## config.mk

```make
export PLATFORM = sky130hd
export DESIGN_NAME = brag_addr_gen
export DESIGN_NICKNAME = d
export VERILOG_FILES = /design/src/inc/brag_pkg.sv /design/src/hdl/brag_addr_gen.sv /design/src/hdl/brag_rev_adder.sv
export SDC_FILE = /design/constraint.sdc
export NUM_CORES = 1
export LEC_CHECK = 0
export BUFFER_PORTS_ARGS = -buffer_cell sky130_fd_sc_hd__buf_2
export CAP_MARGIN = 10
export CORE_UTILIZATION = 38
export CTS_BUF_LIST = sky130_fd_sc_hd__clkbuf_4
export CTS_CLUSTER_DIAMETER = 100
export CTS_CLUSTER_SIZE = 40
export DETAILED_ROUTE_END_ITERATION = 8
export PLACE_DENSITY = 0.64
export SETUP_SLACK_MARGIN = 0.3
export SLEW_MARGIN = 20
export SYNTH_ARGS = -nofsm -noshare
export SYNTH_HDL_FRONTEND = slang
export SYNTH_SLANG_ARGS = --single-unit
```

## constraint.sdc

```tcl
create_clock -name hclk -period 5.45 [get_ports hclk]
set_input_delay 1.09 -clock hclk [delete_from_list [all_inputs] [get_ports hclk]]
set_output_delay 1.09 -clock hclk [all_outputs]
set_load 0.02 [all_outputs]
```

## src/inc/brag_pkg.sv

```systemverilog
`default_nettype none

package brag_pkg;

  // register byte addresses on the bus
  localparam logic [31:0] BRAG_MODCTL_OFS  = 32'h0000_0000;
  localparam logic [31:0] BRAG_REVCTL_OFS  = 32'h0000_0004;
  localparam logic [31:0] BRAG_MODLO_OFS   = 32'h0000_0008;
  localparam logic [31:0] BRAG_MODHI_OFS   = 32'h0000_000C;
  localparam logic [31:0] BRAG_STATUS_OFS  = 32'h0000_0010;
  localparam logic [31:0] BRAG_ADDR_MASK   = 32'h0000_00FC;

  // modulo_control_reg fields
  localparam int          BRAG_WR_MOD_EN_BIT = 15;
  localparam int          BRAG_RD_MOD_EN_BIT = 14;
  localparam int          BRAG_RD_SEL_HI     = 11;
  localparam int          BRAG_RD_SEL_LO     = 8;
  localparam int          BRAG_WR_SEL_HI     = 7;
  localparam int          BRAG_WR_SEL_LO     = 4;
  localparam int          BRAG_REV_SEL_HI    = 3;
  localparam int          BRAG_REV_SEL_LO    = 0;

  // reversal_control_reg fields
  localparam int          BRAG_REV_EN_BIT    = 15;
  localparam int          BRAG_PIVOT_HI      = 14;
  localparam int          BRAG_PIVOT_LO      = 0;

  // status register fields
  localparam int          BRAG_STAT_BREV_BIT = 16;
  localparam int          BRAG_STAT_MOD_BIT  = 17;

  // reset values
  localparam logic [15:0] BRAG_MODCTL_RST    = 16'h0FFF;
  localparam logic [15:0] BRAG_REVCTL_RST    = 16'h0000;
  localparam logic [15:0] BRAG_MODLO_RST     = 16'h0000;
  localparam logic [15:0] BRAG_MODHI_RST     = 16'h0000;

  localparam logic [3:0]  BRAG_STACK_PTR     = 4'hF;
  localparam logic [15:0] BRAG_WORD_STEP     = 16'h0002;
  localparam logic [15:0] BRAG_BYTE_STEP     = 16'h0001;
  localparam logic [1:0]  BRAG_HTRANS_NSEQ   = 2'h2;

  typedef enum logic [2:0] {
    BRAG_DIRECT,
    BRAG_IND,
    BRAG_POST_INC,
    BRAG_POST_DEC,
    BRAG_PRE_INC,
    BRAG_PRE_DEC,
    BRAG_OFFSET
  } brag_mode_t;

  typedef struct packed {
    logic        valid;
    logic [3:0]  ptr_sel;
    logic [15:0] ptr_val;
    logic [15:0] offset;
    brag_mode_t  mode;
    logic        is_byte;
  } brag_req_t;

  typedef struct packed {
    logic        valid;
    logic [15:0] ea;
    logic        wb_en;
    logic [3:0]  wb_sel;
    logic [15:0] wb_val;
    logic        bitrev;
    logic        modfix;
  } brag_rsp_t;

endpackage

`default_nettype wire

```

## src/hdl/brag_addr_gen.sv

```systemverilog
`timescale 1ns/1ns
`default_nettype none

// Contract
// - pointer select 15 never bit-reverses
// - reverse_enable bit 15 must be set
// - only indirect pre- or post-increment
// - 15-bit pivot_modifier in bits 14:0
// - word data, pivot scaled to bytes
// - byte or other modes get normal addresses
// - pointer plus pivot, mode increment ignored
// - effective address lsb forced zero
// - bit reversal beats write-unit modulo
// - read unit keeps modulo correction
// - reversal only on write address path
// - pointer and modifier both bit-reversed, added, sum reversed back
module brag_addr_gen
  import brag_pkg::*;
(
  input  wire logic        hclk,
  input  wire logic        hresetn,
  input  wire logic        hsel,
  input  wire logic [31:0] haddr,
  input  wire logic [1:0]  htrans,
  input  wire logic        hwrite,
  input  wire logic [2:0]  hsize,
  input  wire logic [31:0] hwdata,
  input  wire logic        hready,
  output logic             hreadyout,
  output logic             hresp,
  output logic      [31:0] hrdata,
  input  wire brag_req_t   wr_req_i,
  input  wire brag_req_t   rd_req_i,
  output brag_rsp_t        wr_rsp_o,
  output brag_rsp_t        rd_rsp_o
);

  logic [15:0] modctl_r;
  logic [15:0] revctl_r;
  logic [15:0] modlo_r;
  logic [15:0] modhi_r;
  logic [15:0] last_ea_r;
  logic        last_brev_r;
  logic        last_mod_r;
  logic        dph_wr_r;
  logic        dph_rd_r;
  logic [31:0] dph_addr_r;
  logic        rev_active;
  logic [15:0] rev_sum;
  logic [15:0] pivot_bytes;
  brag_rsp_t   wr_rsp_nxt;
  brag_rsp_t   rd_rsp_nxt;

  function automatic logic [15:0] brag_wrap(
    input logic [15:0] a,
    input logic        up,
    input logic [15:0] lo,
    input logic [15:0] hi
  );
    logic [15:0] span;
    span = hi - lo + BRAG_BYTE_STEP;
    if (up && (a > hi)) begin
      brag_wrap = a - span;
    end else if (!up && (a < lo)) begin
      brag_wrap = a + span;
    end else begin
      brag_wrap = a;
    end
  endfunction

  // shared by both address units; only the write unit passes brev
  function automatic brag_rsp_t brag_gen(
    input brag_req_t   q,
    input logic        mod_on,
    input logic [3:0]  mod_sel,
    input logic [15:0] lo,
    input logic [15:0] hi,
    input logic        brev,
    input logic [15:0] rsum
  );
    brag_rsp_t   r;
    logic [15:0] step;
    logic [15:0] nxt;
    logic [15:0] fixed;
    logic        pre;
    logic        up;
    logic        fix;
    logic        wb;
    r     = '0;
    step  = q.is_byte ? BRAG_BYTE_STEP : BRAG_WORD_STEP;
    nxt   = q.ptr_val;
    pre   = 1'b0;
    up    = 1'b1;
    wb    = 1'b0;
    fix   = mod_on && (q.ptr_sel == mod_sel) && !brev;
    unique case (q.mode)
      BRAG_POST_INC: begin
        nxt = q.ptr_val + step;
        wb  = 1'b1;
      end
      BRAG_PRE_INC: begin
        nxt = q.ptr_val + step;
        pre = 1'b1;
        wb  = 1'b1;
      end
      BRAG_POST_DEC: begin
        nxt = q.ptr_val - step;
        up  = 1'b0;
        wb  = 1'b1;
      end
      BRAG_PRE_DEC: begin
        nxt = q.ptr_val - step;
        pre = 1'b1;
        up  = 1'b0;
        wb  = 1'b1;
      end
      BRAG_OFFSET: begin
        nxt = q.ptr_val + q.offset;
        pre = 1'b1;
        up  = !q.offset[15];
      end
      default: begin
        fix = 1'b0;
      end
    endcase
    fixed = fix ? brag_wrap(nxt, up, lo, hi) : nxt;
    r.modfix = q.valid && fix && (fixed != nxt);
    nxt = fixed;
    if (brev) begin
      // mode increment is dropped, the pivot sum replaces it
      nxt = {rsum[15:1], 1'b0};
    end
    r.valid  = q.valid;
    r.ea     = pre ? nxt : q.ptr_val;
    if (brev) begin
      r.ea[0] = 1'b0;
    end
    r.wb_en  = q.valid && wb;
    r.wb_sel = q.ptr_sel;
    r.wb_val = nxt;
    r.bitrev = q.valid && brev;
    return r;
  endfunction

  // ---------------- address generation ----------------

  // pivot counts words, so it is doubled into a byte modifier
  assign pivot_bytes = {revctl_r[BRAG_PIVOT_HI:BRAG_PIVOT_LO], 1'b0};

  brag_rev_adder u_rev (
    .ptr      (wr_req_i.ptr_val),
    .modifier (pivot_bytes),
    .sum      (rev_sum)
  );

  always_comb begin
    rev_active = wr_req_i.valid
              && revctl_r[BRAG_REV_EN_BIT]
              && (modctl_r[BRAG_REV_SEL_HI:BRAG_REV_SEL_LO] != BRAG_STACK_PTR)
              && (wr_req_i.ptr_sel == modctl_r[BRAG_REV_SEL_HI:BRAG_REV_SEL_LO])
              && ((wr_req_i.mode == BRAG_PRE_INC) || (wr_req_i.mode == BRAG_POST_INC))
              && !wr_req_i.is_byte;
  end

  always_comb begin
    wr_rsp_nxt = brag_gen(wr_req_i, modctl_r[BRAG_WR_MOD_EN_BIT],
                          modctl_r[BRAG_WR_SEL_HI:BRAG_WR_SEL_LO], modlo_r, modhi_r,
                          rev_active, rev_sum);
    // read unit never reverses and keeps its modulo wrap
    rd_rsp_nxt = brag_gen(rd_req_i, modctl_r[BRAG_RD_MOD_EN_BIT],
                          modctl_r[BRAG_RD_SEL_HI:BRAG_RD_SEL_LO], modlo_r, modhi_r,
                          1'b0, 16'h0000);
  end

  always_ff @(posedge hclk or negedge hresetn) begin
    if (!hresetn) begin
      wr_rsp_o <= '0;
      rd_rsp_o <= '0;
    end else begin
      wr_rsp_o <= wr_rsp_nxt;
      rd_rsp_o <= rd_rsp_nxt;
    end
  end

  always_ff @(posedge hclk or negedge hresetn) begin
    if (!hresetn) begin
      last_ea_r   <= 16'h0000;
      last_brev_r <= 1'b0;
      last_mod_r  <= 1'b0;
    end else if (wr_rsp_nxt.valid) begin
      last_ea_r   <= wr_rsp_nxt.ea;
      last_brev_r <= wr_rsp_nxt.bitrev;
      last_mod_r  <= wr_rsp_nxt.modfix;
    end
  end

  // ---------------- AHB-Lite slave ----------------

  always_ff @(posedge hclk or negedge hresetn) begin
    if (!hresetn) begin
      dph_wr_r   <= 1'b0;
      dph_rd_r   <= 1'b0;
      dph_addr_r <= 32'h0000_0000;
    end else begin
      dph_rd_r <= 1'b0;
      if (hready) begin
        dph_wr_r <= hsel && htrans[1] && hwrite;
        dph_rd_r <= hsel && htrans[1] && !hwrite;
        if (hsel && htrans[1]) begin
          dph_addr_r <= haddr & BRAG_ADDR_MASK;
        end
      end
    end
  end

  // one wait state on reads so a write just before is seen
  always_ff @(posedge hclk or negedge hresetn) begin
    if (!hresetn) begin
      hreadyout <= 1'b1;
    end else if (hready && hsel && htrans[1] && !hwrite) begin
      hreadyout <= 1'b0;
    end else begin
      hreadyout <= 1'b1;
    end
  end

  always_ff @(posedge hclk or negedge hresetn) begin
    if (!hresetn) begin
      hresp <= 1'b0;
    end else begin
      hresp <= 1'b0;
    end
  end

  always_ff @(posedge hclk or negedge hresetn) begin
    if (!hresetn) begin
      hrdata <= 32'h0000_0000;
    end else if (dph_rd_r) begin
      unique case (dph_addr_r)
        BRAG_MODCTL_OFS: hrdata <= {16'h0000, modctl_r};
        BRAG_REVCTL_OFS: hrdata <= {16'h0000, revctl_r};
        BRAG_MODLO_OFS:  hrdata <= {16'h0000, modlo_r};
        BRAG_MODHI_OFS:  hrdata <= {16'h0000, modhi_r};
        BRAG_STATUS_OFS: hrdata <= {14'h0000, last_mod_r, last_brev_r, last_ea_r};
        default:         hrdata <= 32'h0000_0000;
      endcase
    end
  end

  // new control takes effect on the cycle after the data phase
  always_ff @(posedge hclk or negedge hresetn) begin
    if (!hresetn) begin
      modctl_r <= BRAG_MODCTL_RST;
      revctl_r <= BRAG_REVCTL_RST;
      modlo_r  <= BRAG_MODLO_RST;
      modhi_r  <= BRAG_MODHI_RST;
    end else if (dph_wr_r) begin
      unique case (dph_addr_r)
        BRAG_MODCTL_OFS: modctl_r <= hwdata[15:0];
        BRAG_REVCTL_OFS: revctl_r <= hwdata[15:0];
        BRAG_MODLO_OFS:  modlo_r  <= hwdata[15:0];
        BRAG_MODHI_OFS:  modhi_r  <= hwdata[15:0];
        default:         modctl_r <= modctl_r;
      endcase
    end
  end
endmodule // brag_addr_gen

`default_nettype wire

```

## src/hdl/brag_rev_adder.sv

```systemverilog
`timescale 1ns/1ns
`default_nettype none

// carries run from msb toward lsb; a carry out of bit 0 is dropped
module brag_rev_adder (
  input  wire logic [15:0] ptr,
  input  wire logic [15:0] modifier,
  output logic      [15:0] sum
);

  logic [15:0] ptr_rev;
  logic [15:0] mod_rev;
  logic [15:0] sum_rev;

  genvar i;
  generate
    for (i = 0; i < 16; i++) begin : g_rev
      assign ptr_rev[i] = ptr[15-i];
      assign mod_rev[i] = modifier[15-i];
      assign sum[i]     = sum_rev[15-i];
    end
  endgenerate

  assign sum_rev = ptr_rev + mod_rev;

endmodule // brag_rev_adder

`default_nettype wire

```

==> results of run 1 <==
flip-flops by register name, summed over array words and instances, names as in the netlist:
name and cells:
wr_rsp_o 40, revctl_r 16, hreadyout 1, last_ea_r 16
hrdata 18, modlo_r 16, dph_wr_r 1, rd_rsp_o 39
last_brev_r 1, dph_rd_r 1, modhi_r 16, last_mod_r 1
modctl_r 16, dph_addr_r 6
worst max path at each step:
stage	startpoint	end	cells past startpoint
after floorplan	wr_req_i[3]	last_mod_r	30
after global placement	wr_req_i[3]	wr_rsp_o[0]	32
after global routing	wr_req_i[3]	last_mod_r	30
after CTS	wr_req_i[3]	last_mod_r	30
after detailed placement	wr_req_i[3]	wr_rsp_o[0]	29
final	wr_req_i[3]	last_mod_r	29
metal layers:
| metal | track usage (%) | up-vias | routed length, um |
|---|---|---|---|
| li1 | - | 8435 | - |
| met1 | 36.4 | 8878 | 28100 |
| met2 | 49.8 | 622 | 32200 |
| met3 | 3.50 | 142 | 3210 |
| met4 | 12.3 | 0 | 2820 |
| met5 | 0 | - | 0 |
cell type report:
type / count / area [um^2]
diodes: 3 / 7.51
clock buffers: 17 / 128
clock inverters: 15 / 170
fillers: 3851 / 18600
inverters: 123 / 468
multi-input cells: 1488 / 13100
flip-flops and latches: 188 / 4720
well taps: 592 / 741
repair buffers: 826 / 6260
repair_timing:
action	CTS	global route
setup endpoints to repair	81	83
pin swaps	132	80
setup buffers	82	27
resized for setup	303	118
gates cloned	1	0
cell usage in the layout (no fill, tap or decap), types with 20 or more instances in the layout:
master                     Yosys  routed
sky130_fd_sc_hd__mux2_2      105      77
sky130_fd_sc_hd__dfrtp_1     175     175
sky130_fd_sc_hd__ha_1        195     172
sky130_fd_sc_hd__a21oi_2       1      27
sky130_fd_sc_hd__nor3_1       32      25
sky130_fd_sc_hd__o21ai_0     106      68
sky130_fd_sc_hd__o211ai_1     26      26
sky130_fd_sc_hd__nand2b_1     20      20
sky130_fd_sc_hd__buf_6         8     108
sky130_fd_sc_hd__nand2_2       3      21
sky130_fd_sc_hd__a21oi_1     159     123
sky130_fd_sc_hd__xnor2_1      53      48
sky130_fd_sc_hd__nand2_1     132     105
sky130_fd_sc_hd__o21ai_2       1      26
sky130_fd_sc_hd__buf_2        15     201
sky130_fd_sc_hd__inv_1       122     112
sky130_fd_sc_hd__mux2_4        1      29
sky130_fd_sc_hd__nor2_1      127     108
sky130_fd_sc_hd__nand3_1      39      32
sky130_fd_sc_hd__xor2_1       22      22
sky130_fd_sc_hd__a21o_1       25      25
sky130_fd_sc_hd__buf_4        24     503
kinds of logic after synthesis:
group / synth area share [%]
AOI/OAI and AO/OA: 23.3
and+or+nand+nor: 14.0
buffers and inverters: 5.68
adders and majority gates: 15.3
DFF: 27.8
muxes: 9.70
xor gates and xnor gates: 4.23
other: 0.0221
where the power goes:
part | internal, mW | switching [mW] | leakage (nW)
clock network | 0.215 | 0.576 | 0.155
logic | 5.62 | 5.99 | 9.68
registers | 1.68 | 0.221 | 2.21
critical path: cells and delay by family:
family | cells | cell delay, ns
buffers and inverters | 6 | 0.77
and+or+nand+nor | 8 | 1.69
adders and majority gates | 2 | 0.62
AOI/OAI and AO/OA | 13 | 2.35
per-stage QoR:
stage	power [mW]	cells
after global placement	11.8	3107
after floorplan	7.37	1888
final	14.3	3252
after global routing	15.2	3252
after detailed placement	12.0	3107
after CTS	13.7	3222
==> results.toml, run 1 <==
[place]
port-buffer-count = 207
placed_cell_areas_um2 = 22500
gp_routability_congestion = 0.929
dpl_worst_slack_ns = -1.49
detailedPlacementHpwl_um = 52100

[global_route]
grt_start_max_net_pins = 117
grt_use_total_pct = 28.9
grt_pass1_vias = 18100
grt_first_pass_wirelength_um = 101000
overflow = 0
initial_antenna_violation_count = 2

[final_layout]
post_layout_inst_area_um2 = 25600
area.growth.synth_to_final_pct = 50.4
drive_gt1_share_pct = 48.2
layout.nets = 3003
final_design_utilization_pct = 57.9

[route]
route.detailed.drc = 0
wl_per_cell_um = 20.4
drt_pre_antenna_iters = 5
viasPerCell = 5.56
antenna_violating_nets_post_route = 0
via_count = 18100
dr.first_iter.drc_count = 1277
totalWireLength_um = 66400

[synthesis]
post_synthesis_sequential_element_count = 188
synth-edff-count = 0
synthesis.area_um2 = 17000
synth.top_cells.by_area = "sky130_fd_sc_hd__dfrtp_1 (26%), sky130_fd_sc_hd__ha_1 (14%), sky130_fd_sc_hd__mux2_2 (7.0%)"
async_reset_ff_share_pct = 100
post_syn_instances = 1873
yosysWarnings = 0
synth_largest_area_cell = "sky130_fd_sc_hd__dfrtp_1"
synthTopCellsByCount = "sky130_fd_sc_hd__ha_1 (195), sky130_fd_sc_hd__dfrtp_1 (175), sky130_fd_sc_hd__a21oi_1 (159)"
part_of_the_yosys_area_used_for_sequential_elements_pct = 27.8
yosysTopAreaCellShare_pct = 25.8
synth_area_per_cell_um2 = 9.07
synth.distinct_cells = 112
most_frequently_used_cell_type_in_the_post_synthesis_netlist = "sky130_fd_sc_hd__ha_1"
synth_ff_type = "sky130_fd_sc_hd__dfrtp_1"

[timing]
final-setup-viol-count = 51
worst_slew_margin_rel_pct = 25.7
report.final.hold_viol_count = 0
worstMarginPinSlew_ns = 1.11
grt_setup_unrepaired = "true"
worst_slack_ns = -0.530
timing_max_transition_violations_final = 0
finClkSkew_ns = 0.0267
peak_clock_frequency_supported_by_timing_mhz = 167
fin_setup_tns_ns = -11.37
fin_hold_ws_ns = 0.490
final_period_minus_worst_setup_slack_ns = 5.98
period_share_pct = 110

[worst_setup_path]
r2r_slack_ns = 0.03
startpoint_type_of_the_worst_setup_path = "input pin"
critical_path_required_ns = 6.01
critical-path-max-stage-delay_ns = 0.40
worst-r2r-cell-count = 23
critical_path_at_ns = 6.54
timing.critical_path.fanout_max = 8
worstReg2RegStart = "modhi_r[1]"
critical-path-slowest-cell = "sky130_fd_sc_hd__or3_4"
timing.rr.end = "last_mod_r"
path_class = "input pin to register"
critical_path.endpoint_type = "register"

[die]
initial_core_util_pct = 38.5
pin_count = 270
die_y_um = 213
chipWidth_um = 213
fp-row-count = 77
floorplan.die_area_um2 = 45600
design.core.area_um2 = 44100

[power]
vdd_drop_max_mv = 0.256
power_density_nw_per_um2 = 559
power.leakage_nw = 12.0

[clock_network]
clock_path_buffers = 2
clk_pin_slew_ns = 0.18
htree_levels = 4
numCtsBuffers = 17
clock_insertion_delay_worst_skew_ns = 0.65
clkSinkCount = 188
cts_tree = "built"
cts_hold_buf = 0
ctsRootBufferMaster = "sky130_fd_sc_hd__clkbuf_4"

[job]
maxCapViolCount = 0

[hold_path]
holdCritPathClass = "input pin to async pin"

[status]
violations = "negative setup slack"
outcome = "complete, but fails checks"
(Power assumes the default switching activity.)
==> run 2: changes to the inputs <==
ABC_AREA = 1   (was not set)
==> results.toml, run 2 <==
[place]
gp_routability_congestion = 0.978
post-place-cells = 3593
port-buffer-count = 207
detailedPlacementHpwl_um = 55100

[hold_path]
holdCritPathClass = "input pin to async pin"

[die]
pin_count = 270
chipWidth_um = 214
design.core.area_um2 = 44300
die_y_um = 214
fp-row-count = 77
floorplan.die_area_um2 = 45900
initial_core_util_pct = 38.6

[clock_network]
clock_path_buffers = 2
numCtsBuffers = 17
cts_hold_buf = 0
clkSinkCount = 188
clk_pin_slew_ns = 0.17
clock_insertion_delay_worst_skew_ns = 0.64
ctsRootBufferMaster = "sky130_fd_sc_hd__clkbuf_4"
cts_tree = "built"
htree_levels = 4

[synthesis]
synth.top_cells.by_area = "sky130_fd_sc_hd__dfrtp_1 (26%), sky130_fd_sc_hd__nand2_1 (15%), sky130_fd_sc_hd__ha_1 (14%)"
synthTopCellsByCount = "sky130_fd_sc_hd__nand2_1 (665), sky130_fd_sc_hd__inv_1 (313), sky130_fd_sc_hd__ha_1 (195)"
synth_largest_area_cell = "sky130_fd_sc_hd__dfrtp_1"
yosysWarnings = 0
part_of_the_yosys_area_used_for_sequential_elements_pct = 27.6
most_frequently_used_cell_type_in_the_post_synthesis_netlist = "sky130_fd_sc_hd__nand2_1"
synth_mux_area_share_pct = 0.197
synth_area_per_cell_um2 = 7.00
post_synthesis_sequential_element_count = 188
combinational_family_with_the_most_area_after_synthesis = "simple AND/OR/NAND/NOR gates"
synth-edff-count = 0
post_syn_instances = 2445
synth_xor_area_share_pct = 4.65
synthesis.area_um2 = 17100
yosysTopAreaCellShare_pct = 25.6
synth_compound_area_share_pct = 17.0
synth_ff_type = "sky130_fd_sc_hd__dfrtp_1"
adder_and_majority_gate_portion_of_the_synthesized_area_pct = 15.2
async_reset_ff_share_pct = 100
synth.distinct_cells = 61
synth_simple_gate_area_share_pct = 25.9

[worst_setup_path]
path_class = "input pin to register"
critical_path_required_ns = 5.99
critical-path-max-stage-delay_ns = 0.30
timing.critical_path.fanout_max = 6
critical_path.endpoint_type = "register"
critical_path_at_ns = 5.61
critical-path-slowest-cell = "sky130_fd_sc_hd__ha_1"
startpoint_type_of_the_worst_setup_path = "input pin"
worst_path_most_repeated_cell = "sky130_fd_sc_hd__nand2_2"

[final_layout]
instances_no_fill = 3681
area.growth.synth_to_final_pct = 39.7
layout.cells.most_common_list = "sky130_fd_sc_hd__nand2_1 (611), sky130_fd_sc_hd__buf_4 (454), sky130_fd_sc_hd__inv_1 (281)"
largest_register_ffs = 40
layout.nets = 3433
fillers = 4298
reg.largest.list = "wr_rsp_o (40), rd_rsp_o (39), hrdata (18)"
drive_gt1_share_pct = 33.7
mostFrequentLayoutCell = "sky130_fd_sc_hd__nand2_1"
top_register = "wr_rsp_o"

[power]
vdd_drop_max_mv = 0.323
power.leakage_nw = 12.9
power_density_nw_per_um2 = 639

[timing]
final-setup-viol-count = 0
fin_setup_tns_ns = 0
grt_setup_unrepaired = "true"
finClkSkew_ns = 0.0322
peak_clock_frequency_supported_by_timing_mhz = 197
timing_max_transition_violations_final = 0
worst_slew_margin_rel_pct = 22.3
report.final.hold_viol_count = 0
worstMarginPinSlew_ns = 1.16
period_share_pct = 93.1
final_period_minus_worst_setup_slack_ns = 5.08

[global_route]
grt_use_total_pct = 28.3
grt_first_pass_wirelength_um = 101000
initial_antenna_violation_count = 1
overflow = 0
grt_start_max_net_pins = 109
grt_pass1_vias = 18000

[route]
drt_pre_antenna_iters = 5
antenna_violating_nets_post_route = 0
via_count = 19300
viasPerCell = 5.25
dr.first_iter.drc_count = 1462
totalWireLength_um = 68900
wl_per_cell_um = 18.7
route.detailed.drc = 0

[job]
maxCapViolCount = 0

[status]
outcome = "complete, no violations"
==> run 2: cell types whose count changed after synthesis, moves of 22 or more <==
cell                       change
sky130_fd_sc_hd__o21ai_0      +85
sky130_fd_sc_hd__nand3_1     +121
sky130_fd_sc_hd__nor2b_1      -22
sky130_fd_sc_hd__mux2_2      -102
sky130_fd_sc_hd__nand2_1     +533
sky130_fd_sc_hd__xor2_1       +50
sky130_fd_sc_hd__xnor2_1      -34
sky130_fd_sc_hd__a211oi_1     -23
sky130_fd_sc_hd__inv_1       +191
==> run 2: worst paths after layout <==
check / from / end / slack [ns] / cells after the start
worst max-delay path: wr_req_i[3] / last_mod_r / 0.37 / 37
worst min-delay path: hresetn / last_ea_r[1] / 0.49 / 1
worst max register to register: modlo_r[2] / last_mod_r / 0.46 / 33
worst min register to register: modctl_r[9] / modctl_r[9] / 0.51 / 2
max in group asynchronous: hresetn / rd_rsp_o[38] / 3.77 / 2
min in group hclk: modctl_r[9] / modctl_r[9] / 0.51 / 2
==> run 2: critical path: cells and delay by family <==
kind                     cells  cell delay (ns)
buffers and inverters        9             1.14
AND/OR/NAND/NOR             20             1.82
AO/OA/AOI/OAI                5             0.81
adder cells (fa/ha/maj)      2             0.52
XOR/XNOR                     1             0.19
==> run 2: stage by stage <==
stage / util, % / worst slack [ns] / power [mW] / area [um^2] / hold WS (ns)
after detailed placement: 49.1 / -0.526 / 13.0 / 21700 / 0.475
after floorplan: - / 0.299 / 7.69 / 17200 / 0.449
after global routing: 54.0 / 0.121 / 16.5 / 23900 / 0.522
final: 54.0 / 0.375 / 15.3 / 23900 / 0.490
after global placement: 49.1 / -0.494 / 13.0 / 21700 / 0.469
after CTS: 50.0 / 0.248 / 14.0 / 22200 / 0.498
==> run 2: area by class of cell <==
| type | instances | area (um^2) | share of cell area [%] |
|---|---|---|---|
| Sequential cell | 188 | 4720 | 19.7 |
| Clock buffer | 17 | 128 | 0.533 |
| Clock inverter | 15 | 194 | 0.810 |
| Timing Repair inverter | 1 | 7.51 | 0.0314 |
| Multi-Input combinational cell | 1866 | 12200 | 50.9 |
| Inverter | 320 | 1220 | 5.11 |
| Timing Repair Buffer | 680 | 4720 | 19.7 |
| Tap cell | 592 | 741 | 3.10 |
| Antenna cell | 2 | 5.00 | 0.0209 |
==> run 2: metal layers <==
metal  GRT usage (%)  vias up  share of wire, %
li1                -     9326                 -
met1            40.4     9218                45
met2            44.4      660                45
met3            3.63      111               6.5
met4            8.55        0               3.2
met5               0        -                 0
==> run 2: repair_timing <==
item,4_1_cts,5_1_grt
endpoints found under the hold margin,0,0
resized for setup,13,326
cloned,0,5
pin swaps,0,131
setup buffers,3,46
endpoints found under the setup margin,14,80
==> run 2: cell families (layout without fill, tap and decap cells) <==
kind of cell / after synthesis / count (layout)
other: 1 / 18
DFF: 188 / 188
muxes: 3 / 3
AOI/OAI and AO/OA: 503 / 503
buffers and inverters: 406 / 1033
adders and majority gates: 203 / 203
xor gates and xnor gates: 91 / 91
and+or+nand+nor: 1050 / 1050
==> run 2: report_power, final <==
part	total, mW	switching (mW)	internal, mW
logic	12.7	7.12	5.54
registers	1.79	0.168	1.63
clock network	0.845	0.583	0.262
